$ cat src/hw/hsdet_defs.vh
// Offsets, field positions, reset values and timing counts for the headset detect and ADC gain registers
`ifndef HSDET_DEFS_VH
`define HSDET_DEFS_VH

// Register offsets
`define OFS_DETECT_CTRL       8'h0D
`define OFS_STATUS_DRV        8'h0E
`define OFS_LEFT_GAIN         8'h0F
`define OFS_RIGHT_GAIN        8'h10

// Detect control fields
`define BIT_DET_EN            7
`define FLD_TYPE_HI           6
`define FLD_TYPE_LO           5
`define FLD_JDB_HI            4
`define FLD_JDB_LO            2
`define FLD_BDB_HI            1
`define FLD_BDB_LO            0

// Status and driver fields
`define BIT_AC_COUPLED        7
`define BIT_FULL_DIFF         6
`define BIT_BTN_FLAG          5
`define BIT_HS_FLAG           4
`define BIT_PSEUDO_DIFF       3

// Gain fields
`define BIT_MUTE              7
`define GAIN_MAX_CODE         7'h77

// Reset values
`define RST_DETECT_CTRL       8'h00
`define RST_STATUS_DRV        8'h00
`define RST_GAIN_MUTE         8'h80

// Timing: base tick in microseconds and clock rate in kHz
`define TICK_BASE_US          1000
`define CLK_KHZ               10000
`define TICK_BASE_CYCLES      ((`TICK_BASE_US * `CLK_KHZ) / 1000)
`define DEBOUNCE_SAMPLES      8

`endif

$ cat src/hw/debounce_tick.v
// Base tick generator: one pulse per base period
`timescale 1ns/10ps
module debounce_tick #(
    parameter CYCLES = 10000
) (
    // Clock and reset
    input wire        ref_clk,
    input wire        resetn,
    // Tick output
    output reg        tick_q
);
    reg [23:0] cnt_q;

    always @(posedge ref_clk) begin
        if (!resetn) begin
            cnt_q  <= 24'h000000;
            tick_q <= 1'b0;
        end else if (cnt_q == CYCLES[23:0] - 24'h000001) begin
            cnt_q  <= 24'h000000;
            tick_q <= 1'b1;
        end else begin
            cnt_q  <= cnt_q + 24'h000001;
            tick_q <= 1'b0;
        end
    end
endmodule

$ cat src/hw/sample_filter.v
// Debounce filter: output follows input after it holds steady for a full count of sample ticks
`timescale 1ns/10ps
module sample_filter #(
    parameter W = 2
) (
    // Clock and reset
    input wire          ref_clk,
    input wire          resetn,
    // Control
    input wire          enable,
    input wire          bypass,
    input wire          sample,
    input wire [3:0]    samples,
    // Data
    input wire [W-1:0]  din,
    output reg [W-1:0]  dout_q
);
    reg [W-1:0] last_q;
    reg [3:0]   cnt_q;

    always @(posedge ref_clk) begin
        if (!resetn || !enable) begin
            last_q <= {W{1'b0}};
            cnt_q  <= 4'h0;
            dout_q <= {W{1'b0}};
        end else if (bypass) begin
            last_q <= din;
            cnt_q  <= 4'h0;
            dout_q <= din;
        end else if (sample) begin
            if (din != last_q) begin
                last_q <= din;
                cnt_q  <= 4'h1;
            end else if (cnt_q >= samples) begin
                dout_q <= last_q;
            end else begin
                cnt_q <= cnt_q + 4'h1;
            end
        end
    end
endmodule

$ cat src/hw/headset_detect_and_adc_gain_regs.v
// Headset detection, button detection and ADC input amplifier gain/mute registers
// Overview of operation
// (RQ1) Detection runs only while the enable bit is set; it resets clear.
// (RQ2) Read-only two-bit field reports none, stereo, cellular or both.
// (RQ3) Jack debounce 16 to 512 ms by code 0-5, sampled at one eighth.
// (RQ4) Software never writes jack debounce codes 110 or 111.
// (RQ5) Button debounce none, 8, 16 or 32 ms, sampled at 1, 2, 4 ms.
// (RQ6) Coupling bit selects capless when clear, AC-coupled when set.
// (RQ7) Bit set means stereo outputs fully differential; resets clear.
// (RQ8) Bit set means stereo outputs pseudo-differential; resets clear.
// (RQ9) Software never sets both differential configuration bits together.
// (RQ10) Sticky button flag set on debounced press, cleared by reading it.
// (RQ11) Headset flag reads one while a headset is detected; resets zero.
// (RQ12) Software writes only zeros to the three reserved low bits.
// (RQ13) Left amplifier mute bit mutes when set, resets to one.
// (RQ14) Right amplifier mute bit mutes when set, resets to one.
// (RQ15) Seven-bit gain per channel, 0.5 dB per step from zero, resets zero.
// (RQ16) Gain codes 1110111 and above give the 59.5 dB maximum.
// (RQ17) Type and flags change only after input holds for the whole interval.
// (RQ18) Status writes ignored; press in the clearing read cycle stays flagged.
`timescale 1ns/10ps
`include "hsdet_defs.vh"
module headset_detect_and_adc_gain_regs #(
    parameter TICK_CYCLES = `TICK_BASE_CYCLES
) (
    // Clock and reset
    input wire        ref_clk,
    input wire        resetn,
    // Register access
    input wire [7:0]  reg_addr,
    input wire [7:0]  reg_wdata,
    input wire        reg_wr,
    input wire        reg_rd,
    output reg [7:0]  reg_rdata_q,
    // Jack sense pins
    input wire        jack_stereo,
    input wire        jack_cellular,
    input wire        jack_button,
    // Analog configuration outputs
    output reg        ac_coupled_q,
    output reg        full_diff_q,
    output reg        pseudo_diff_q,
    output reg        left_mute_q,
    output reg [6:0]  left_gain_q,
    output reg        right_mute_q,
    output reg [6:0]  right_gain_q
);
    ////////////////////////////////////////////////////////////////////////////////
    // Helpers

    function [6:0] clamp_gain;
        input [6:0] code;
        begin
            clamp_gain = (code > `GAIN_MAX_CODE) ? `GAIN_MAX_CODE : code; // RQ16
        end
    endfunction

    // Mute bit above the seven-bit gain code, as both gain registers read back
    function [7:0] gain_view;
        input       mute;
        input [6:0] code;
        begin
            gain_view = {mute, code};
        end
    endfunction

    // True when the divider count is a multiple of two to the power shift
    function tick_due;
        input [5:0] div;
        input [2:0] shift;
        begin
            case (shift)
                3'h0: tick_due = 1'b1;
                3'h1: tick_due = (div[0] == 1'b0);
                3'h2: tick_due = (div[1:0] == 2'h0);
                3'h3: tick_due = (div[2:0] == 3'h0);
                3'h4: tick_due = (div[3:0] == 4'h0);
                3'h5: tick_due = (div[4:0] == 5'h00);
                default: tick_due = (div == 6'h00);
            endcase
        end
    endfunction

    ////////////////////////////////////////////////////////////////////////////////
    // Registers

    reg        det_en_q;
    reg [2:0]  jack_db_q;
    reg [1:0]  btn_db_q;
    reg        btn_flag_q;
    reg [6:0]  lgain_code_q;
    reg [6:0]  rgain_code_q;

    // Pin synchronisers
    reg [2:0]  sync1_q;
    reg [2:0]  sync2_q;

    always @(posedge ref_clk) begin
        if (!resetn) begin
            sync1_q <= 3'h0;
            sync2_q <= 3'h0;
        end else begin
            sync1_q <= {jack_button, jack_cellular, jack_stereo};
            sync2_q <= sync1_q;
        end
    end

    ////////////////////////////////////////////////////////////////////////////////
    // Sample tick dividers

    wire       base_tick;
    reg [5:0]  div_q;
    reg        base_d1_q;

    debounce_tick #(
        .CYCLES (TICK_CYCLES)
    ) u_tick (
        .ref_clk (ref_clk),
        .resetn  (resetn),
        .tick_q  (base_tick)
    );

    // Counts base ticks; the delayed tick lets the selectors see the updated count
    always @(posedge ref_clk) begin
        if (!resetn) begin
            div_q     <= 6'h00;
            base_d1_q <= 1'b0;
        end else begin
            base_d1_q <= base_tick;
            if (base_tick)
                div_q <= div_q + 6'h01;
        end
    end

    // Jack sample period 2 ms << code; button 1 ms << (code-1)
    reg [2:0]  jack_shift;
    reg [2:0]  btn_shift;
    reg        jack_sample;
    reg        btn_sample;

    always @* begin
        case (jack_db_q) // RQ3
            3'h0: jack_shift = 3'h1;
            3'h1: jack_shift = 3'h2;
            3'h2: jack_shift = 3'h3;
            3'h3: jack_shift = 3'h4;
            3'h4: jack_shift = 3'h5;
            // Reserved codes fall back to the slowest tick
            default: jack_shift = 3'h6;
        endcase
        case (btn_db_q) // RQ5
            2'h1: btn_shift = 3'h0;
            2'h2: btn_shift = 3'h1;
            default: btn_shift = 3'h2;
        endcase
        // Both selectors share one divider so their sample points stay aligned
        jack_sample = base_d1_q && tick_due(div_q, jack_shift);
        btn_sample  = base_d1_q && tick_due(div_q, btn_shift);
    end

    ////////////////////////////////////////////////////////////////////////////////
    // Debounce filters

    wire [1:0] hs_type;
    wire       btn_level;
    reg        btn_prev_q;

    sample_filter #(
        .W (2)
    ) u_jack (
        .ref_clk (ref_clk),
        .resetn  (resetn),
        .enable  (det_en_q), // RQ1
        .bypass  (1'b0),
        .sample  (jack_sample),
        .samples (4'h8), // RQ17
        .din     (sync2_q[1:0]),
        .dout_q  (hs_type)
    );

    sample_filter #(
        .W (1)
    ) u_btn (
        .ref_clk (ref_clk),
        .resetn  (resetn),
        .enable  (det_en_q),
        .bypass  (btn_db_q == 2'h0), // RQ5
        .sample  (btn_sample),
        .samples (4'h8), // RQ17
        .din     (sync2_q[2]),
        .dout_q  (btn_level)
    );

    wire hs_present = (hs_type != 2'h0); // RQ11
    // A press only counts while a headset is seated
    wire btn_press  = btn_level && !btn_prev_q && hs_present;
    wire status_rd  = reg_rd && (reg_addr == `OFS_STATUS_DRV);

    ////////////////////////////////////////////////////////////////////////////////
    // Register writes

    always @(posedge ref_clk) begin
        if (!resetn) begin
            det_en_q      <= 1'b0; // RQ1
            jack_db_q     <= 3'h0;
            btn_db_q      <= 2'h0;
            ac_coupled_q  <= 1'b0; // RQ6
            full_diff_q   <= 1'b0; // RQ7
            pseudo_diff_q <= 1'b0; // RQ8
            left_mute_q   <= 1'b1; // RQ13
            right_mute_q  <= 1'b1; // RQ14
            lgain_code_q  <= 7'h00; // RQ15
            rgain_code_q  <= 7'h00;
        end else begin
            if (reg_wr) begin
                case (reg_addr)
                    // Type bits of this register are status and take no write
                    `OFS_DETECT_CTRL: begin
                        det_en_q  <= reg_wdata[`BIT_DET_EN];
                        jack_db_q <= reg_wdata[`FLD_JDB_HI:`FLD_JDB_LO];
                        btn_db_q  <= reg_wdata[`FLD_BDB_HI:`FLD_BDB_LO];
                    end
                    `OFS_STATUS_DRV: begin
                        // Read-only flag bits are not touched
                        ac_coupled_q  <= reg_wdata[`BIT_AC_COUPLED]; // RQ6 RQ18
                        full_diff_q   <= reg_wdata[`BIT_FULL_DIFF]; // RQ7
                        pseudo_diff_q <= reg_wdata[`BIT_PSEUDO_DIFF]; // RQ8
                    end
                    `OFS_LEFT_GAIN: begin
                        left_mute_q  <= reg_wdata[`BIT_MUTE]; // RQ13
                        lgain_code_q <= reg_wdata[6:0];
                    end
                    `OFS_RIGHT_GAIN: begin
                        right_mute_q <= reg_wdata[`BIT_MUTE]; // RQ14
                        rgain_code_q <= reg_wdata[6:0];
                    end
                    // Unmapped offsets change nothing
                    default: begin
                    end
                endcase
            end
        end
    end

    ////////////////////////////////////////////////////////////////////////////////
    // Sticky button flag

    // A debounced rising edge sets the flag; reading the status register clears it
    always @(posedge ref_clk) begin
        if (!resetn) begin
            btn_flag_q <= 1'b0;
            btn_prev_q <= 1'b0;
        end else begin
            btn_prev_q <= btn_level;
            // Set wins over the clearing read, so a press in that cycle shows on the next read
            if (btn_press)
                btn_flag_q <= 1'b1; // RQ10 RQ18
            else if (status_rd)
                btn_flag_q <= 1'b0; // RQ10
        end
    end

    ////////////////////////////////////////////////////////////////////////////////
    // Effective amplifier gain

    // Codes above the top step hold the maximum; registered so the outputs come from flops
    always @(posedge ref_clk) begin
        if (!resetn) begin
            left_gain_q  <= 7'h00;
            right_gain_q <= 7'h00;
        end else begin
            left_gain_q  <= clamp_gain(lgain_code_q); // RQ15 RQ16
            right_gain_q <= clamp_gain(rgain_code_q);
        end
    end

    ////////////////////////////////////////////////////////////////////////////////
    // Read data

    wire [7:0] ctrl_view   = {det_en_q, hs_type, jack_db_q, btn_db_q}; // RQ2
    wire [7:0] status_view = {ac_coupled_q, full_diff_q, btn_flag_q, hs_present, pseudo_diff_q, 3'h0}; // RQ11

    reg  [7:0] rdata_d;

    always @* begin
        case (reg_addr)
            `OFS_DETECT_CTRL: rdata_d = ctrl_view; // RQ2
            `OFS_STATUS_DRV:  rdata_d = status_view; // RQ11
            `OFS_LEFT_GAIN:   rdata_d = gain_view(left_mute_q, lgain_code_q); // RQ13
            `OFS_RIGHT_GAIN:  rdata_d = gain_view(right_mute_q, rgain_code_q); // RQ14
            default:          rdata_d = 8'h00;
        endcase
    end

    always @(posedge ref_clk) begin
        if (!resetn)
            reg_rdata_q <= 8'h00;
        else if (reg_rd)
            reg_rdata_q <= rdata_d;
    end
endmodule

$ cat config.mk
export PLATFORM = sky130hd
export DESIGN_NAME = headset_detect_and_adc_gain_regs
export DESIGN_NICKNAME = d
export VERILOG_FILES = /design/src/hw/debounce_tick.v /design/src/hw/sample_filter.v /design/src/hw/headset_detect_and_adc_gain_regs.v
export VERILOG_INCLUDE_DIRS = /design/src /design/src/hw
export SDC_FILE = /design/constraint.sdc
export NUM_CORES = 1
export LEC_CHECK = 0
export BUFFER_PORTS_ARGS = -buffer_cell sky130_fd_sc_hd__buf_2
export CAP_MARGIN = 20
export CORE_MARGIN = 2
export CORE_UTILIZATION = 45
export DETAILED_ROUTE_END_ITERATION = 16
export GPL_TIMING_DRIVEN = 0
export PLACE_DENSITY = 0.67
export RECOVER_POWER = 50
export REMOVE_ABC_BUFFERS = 1
export SYNTH_ARGS = -nofsm -noshare
export SYNTH_HDL_FRONTEND = slang
export SYNTH_SLANG_ARGS = --single-unit
$ cat constraint.sdc
create_clock -name ref_clk -period 1.95 [get_ports ref_clk]
set_input_delay 0.0975 -clock ref_clk [delete_from_list [all_inputs] [get_ports ref_clk]]
set_output_delay 0.0975 -clock ref_clk [all_outputs]
set_load 0.02 [all_outputs]
Yosys cells after proc, flatten, opt, wreduce, memory -nomap -nowiden
Index checks and enable logic that the tools add are counted.

cells by class
  multiplexer cells = 21
  shift-type cells = 0
  order comparisons = 4
  $mul = 0
  $add $sub $neg = 4
  divide/modulo/power cells = 0
  bitwise logic cells = 3
  reduce and logical (&&, ||, !) cells = 37
  equality and inequality tests = 26

operators with widths
  kind                     number
  $pmux W8 S4              1
  $add A24 B1 Y24 const B  1
  $eq A24 B14 Y1 const B   1
  $eq A8 B4 Y1 const B     3
  $eq A3 B2 Y1 const B     6
  $mux W4                  4
  $reduce_and A2 Y1        8
  $eq A3 B3 Y1 const B     5
  $pmux W3 S5              1
  $gt A7 B7 Y1 const B     2
  $mux W7                  2
  $logic_not A3 Y1         4
  $pmux W1 S6              2
  $mux W1                  10
  $reduce_bool A2 Y1       5
  $eq A3 B1 Y1 const B     3
  $add A4 B1 Y4 const B    2
  $eq A8 B5 Y1 const B     1
  $ge A4 B4 Y1 const B     2
  $reduce_or A2 Y1         4
  $add A6 B1 Y6 const B    1
  $logic_not A6 Y1         1
  $ne A2 B1 Y1 const B     3
  $reduce_and A3 Y1        2
  other kinds (12)         21

storage, ports and cells
  bits in registers = 101
  ROM bits = 0
  logic and storage cells = 124
  memories kept = 0
  input port bits = 23
  output and inout bits = 27
  memory bits (writable) = 0
  bits in latches = 0

Depth between registers and ports, before layout
  word-level depth = 7
  gate-level depth with buffers = 6
  gate-level depth less buffers = 6

Hierarchy
A second synthesis with hierarchy kept.

unflattened totals
  cell total of the unflattened synthesis = 516
  area, all modules = 4662.0 µm²

modules (own cells, without submodules)
  module                            area an instance (µm²)  times used  seq. area each (µm²)  cells each
  headset_detect_and_adc_gain_regs  2563.7                  1           1241.2                272
  debounce_tick                     1128.6                  1           500.5                 131
  sample_filter at u_jack           528.0                   1           160.2                 62
  sample_filter at u_btn            441.7                   1           120.1                 51

Worst setup path before layout
Ideal clock, no wire load.

  path kind = register -> register
  start point = register u_tick.cnt_q[11]
  end point = register u_tick.cnt_q[19]
  buffers on the path = 1
  path slack = 105 ps
  data required time = 1879 ps
  library setup time = 71 ps
  data arrival time = 1775 ps
  period minus slack after synthesis = 1845 ps
  stages on the path, launching flop included = 6
  path through = dfxtp_1 > nand4_2 > or4_1 > buf_2 > or4_1 > a21oi_1

on the way
  cells in the longest elaborated chain, start to end = 2
  elaborated cells between the ends (all ways) = 3
  classes of those cells = add/sub (1); eq/ne (1); reduce/logical (1)

RTL lines
  what                                                     RTL line            source
  start: declaration                                       debounce_tick.v:12  reg [23:0] cnt_q;
  start signal: assignment                                 debounce_tick.v:22  cnt_q <= cnt_q + 24'h000001;
  branches (longest 2 deep; another with $add A24 B1 Y24)  n/a

Parallel ways; which one is timed is not known.
A chain may end at the register's enable or synchronous reset.

Worst setup path in the final report
  start point = register u_tick.cnt_q[6]
  end point = register u_tick.cnt_q[22]

The elaborated chain is that of the path after synthesis.

==> impl_metrics.csv <==
group,metric,value,unit
global_routing,grt-busiest-layer,"met2",
setup_path,path_max_fanout,10,
placed_design,hpwl,6520,µm
global_routing,grt.overflow.total,0,
power,clkPwrFrac,37.1,%
timing,max_freq,540,MHz
die,fp.coreArea,0.00933,mm²
power,power.internal,2.73,mW
global_routing,grt_use_total,18.9,%
hold_path,hold_end,"right_mute_q",
placed_design,io_buffers,49,
clock_tree,clk_latency,360,ps
route,detail_route.wl_per_cell,14.1,µm
logic_synthesis,synthTopCellsByArea,"dfxtp_1, mux2i_1, nor2_1",
hold_path,min_from,"reg_wdata[7]",
setup_path,rr_endpoint,"u_tick.cnt_q[22]",
logic_synthesis,synth_top_area_share,46.5,%
setup_path,path_class,"reg -> reg",
power,power.share.sequential,59.2,%
setup_path,setup.worst_path.start_class,"flop",
timing,fin_setup_tns,0,ps
route,viasPerCell,5.39,
power,combPwrFrac,3.7,%
timing,fin_crit_sh,95.0,%
setup_path,cp.required,2240,ps
setup_path,worst-endpoint-arrival,2140,ps
logic_synthesis,synth_edf_count,0,
route,drt-total-wl,9350,µm
logic_synthesis,synth_cell_types,54,
run_status,outcome,"finished, final reports clean",
die,io_pins,50,
logic_synthesis,synthArstFlopShare,0,%
logic_synthesis,yosysTopAreaCell,"dfxtp_1",
logic_synthesis,synthFlopType,"dfxtp_1",
timing,post-route-min-period,1850,ps
timing,slew_headroom,41.1,%
hold_path,whs_path_depth,3,
timing,fin_ws,98.3,ps
clock_tree,clk_pin_slew_worst_paths,100,ps
die,fp.dieW,102,µm
global_routing,use_met3,5.20,%
finish,fin_nets,563,
timing,finalMaxSlewViolations,0,
job,cap_violations,0,
setup_path,end_kind,"flop",
setup_path,cp_slowest_stage_delay,560,ps
finish,syn2layout_area_growth,15.6,%
logic_synthesis,ys_warn_count,0,
power,p_leak,1.77,nW
global_routing,grt_pass1_wl,15600,µm
setup_path,rr_worst_depth,4,
clock_tree,htreeDepth,3,
logic_synthesis,postSynthCellCount,474,
power,switching_share,22.5,%
timing,tightest_slew,876,ps
logic_synthesis,synth-seq-cells,101,
clock_tree,cts_tree,"yes",
finish,num_antenna_cells,0,
power,finalPower,3.52,mW
finish,drive_gt1_share,12.7,%
route,drc,0,
die,dieArea,0.0105,mm²
die,die_h,102,µm
placed_design,place_ws,-197,ps
global_routing,antenna_found_initial,0,
timing,final_hold_viol_count,0,
die,rows,35,
clock_tree,clock_path_buffers,2,
logic_synthesis,syn_area,0.00435,mm²
global_routing,grt_max_degree,38,
finish,fin_util,53.9,%
route,vias,3579,
power,p_sw,0.790,mW
global_routing,grt_use_met1,23.9,%
die,initial_core_util,46.6,%
setup_path,rr_startpoint,"u_tick.cnt_q[6]",
timing,finClkSkew,15.4,ps
clock_tree,cts_root_buf,"clkbuf_8",
clock_tree,clock-sinks,101,
power,peakVddDrop,0.541,mV
setup_path,r2r_setup_slack,100,ps
setup_path,cpMaxStageDelayCell,"or4_4",
power,p_per_area,700,mW/mm²
setup_path,setup.worst_path.start,"u_tick.cnt_q[6]",
timing,rsz0062_at_grt,"yes",
hold_path,hp-class,"in -> reg",
timing,final-setup-viol-count,0,
logic_synthesis,yosysSeqAreaShare,46.5,%
route,drt-initial-drc-count,149,
route,ant_nets,0,
clock_tree,numCtsBuffers,9,
placed_design,gp_congestion,0.797,
logic_synthesis,yosysMostFrequentCell,"dfxtp_1",
route,firstDrtPassIters,4,
setup_path,path_cells,"nand4_4 -> or4_4 -> or4_1 -> a21oi_1",
logic_synthesis,yosys-top-cells-count,"dfxtp_1, nor2_1, mux2i_1, nand2_1, a21oi_1",
logic_synthesis,syn_area_per_cell,9.17,µm²
global_routing,grt_use_met2,32.2,%
global_routing,grt_pass1_vias,3405,
-- worst max-delay path: cells and delay by family, from the launching register on --
family | cells | cell delay (ps)
DFF | 1 | 410
AOI/OAI and AO/OA | 1 | 150
and+or+nand+nor | 3 | 1230
-- worst max path at each step --
stage / endpoint / slack (ps) / depth (start not counted)
3_3_place_gp: u_tick.cnt_q[3] / -1390 / 5
6_report: u_tick.cnt_q[22] / 100 / 4
2_1_floorplan: u_tick.cnt_q[10] / -600 / 5
4_1_cts: u_btn.cnt_q[0] / 30 / 6
3_5_place_dp: u_tick.cnt_q[11] / -200 / 5
5_1_grt: u_btn.cnt_q[0] / -3 / 6
-- cell families after synthesis --
group           after synthesis  synth area share [%]
flops                       101                  46.5
simple gates                201                  24.4
buf+inv                      32                  2.85
compound gates               73                  10.9
mux                          36                  8.29
fa+ha+maj                    10                  2.88
xor+xnor                     21                  4.23
-- final cells by class --
class                           instances  area, µm²
Tap cell                              129        161
Clock inverter                          6       72.6
Timing Repair Buffer                   58        289
Fill cell                             874       4300
Clock buffer                           10        128
Inverter                               18       67.6
Sequential cell                       101       2030
Multi-Input combinational cell        342       2270
-- per-stage QoR --
step,hold WS [ps],instance area (µm²),cells
finish,22.0,5030,664
floorplan,159,4290,460
detailed placement,310,4730,639
global route,0.668,5030,664
global placement,305,4700,638
CTS,6.49,5000,660
-- cell usage in the layout (no fill, tap or decap), types with 3 or more instances in the layout --
master and n:
nand4_1 11, inv_1 17, mux2i_1 36, dfxtp_1 93, nor4b_1 3, buf_2 22
xnor2_1 12, nor4_1 8, a31oi_1 5, and2_1 8, dlygate4sd3_1 4, o31ai_1 7
o21ai_0 16, nand2_1 32, nand3_1 14, a221oi_1 6, or3_1 3, nor3b_1 3
xor2_1 9, nor2_1 71, clkbuf_1 28, and2_0 8, nor3_1 5, ha_1 10
dfxtp_2 7, a21oi_1 19, or4_1 6, nor2b_1 4, and4_1 4, clkinvlp_4 3
clkbuf_8 9, buf_4 5
-- sequential cells by signal, indices dropped and copies added, names as in the netlist, 2 cells and up --
signal and cells:
u_jack.dout_q 2, sync2_q 3, lgain_code_q 7, jack_db_q 3, btn_db_q 2, left_gain_q 7, div_q 6, right_gain_q 7
sync1_q 3, u_jack.cnt_q 4, u_btn.cnt_q 4, u_tick.cnt_q 24, rgain_code_q 7, reg_rdata_q 8, u_jack.last_q 2
-- what timing repair did --
action	in CTS	in global routing
hold endpoints to repair	5	0
endpoints found under the setup margin	24	33
resized for setup	7	9
gates cloned	1	0
pin swaps	1	2
buffers inserted	0	4
hold buffers	4	0
-- power by group through the flow --
stage                     sequential, mW  clock (mW)  combinational [mW]
after global placement              2.13           0               0.110
after global routing                2.08        1.46               0.145
final                               2.08        1.31               0.130
after floorplan                     2.13           0              0.0513
after detailed placement            2.13           0               0.113
after CTS                           2.08        1.36               0.123
-- per-layer routing --
metal	up-vias	part of all wire, %
li1	1800	-
met1	1683	46
met2	90	48
met3	6	4.7
met4	0	0.79
met5	-	0
Power figures use the tool's default switching activity.
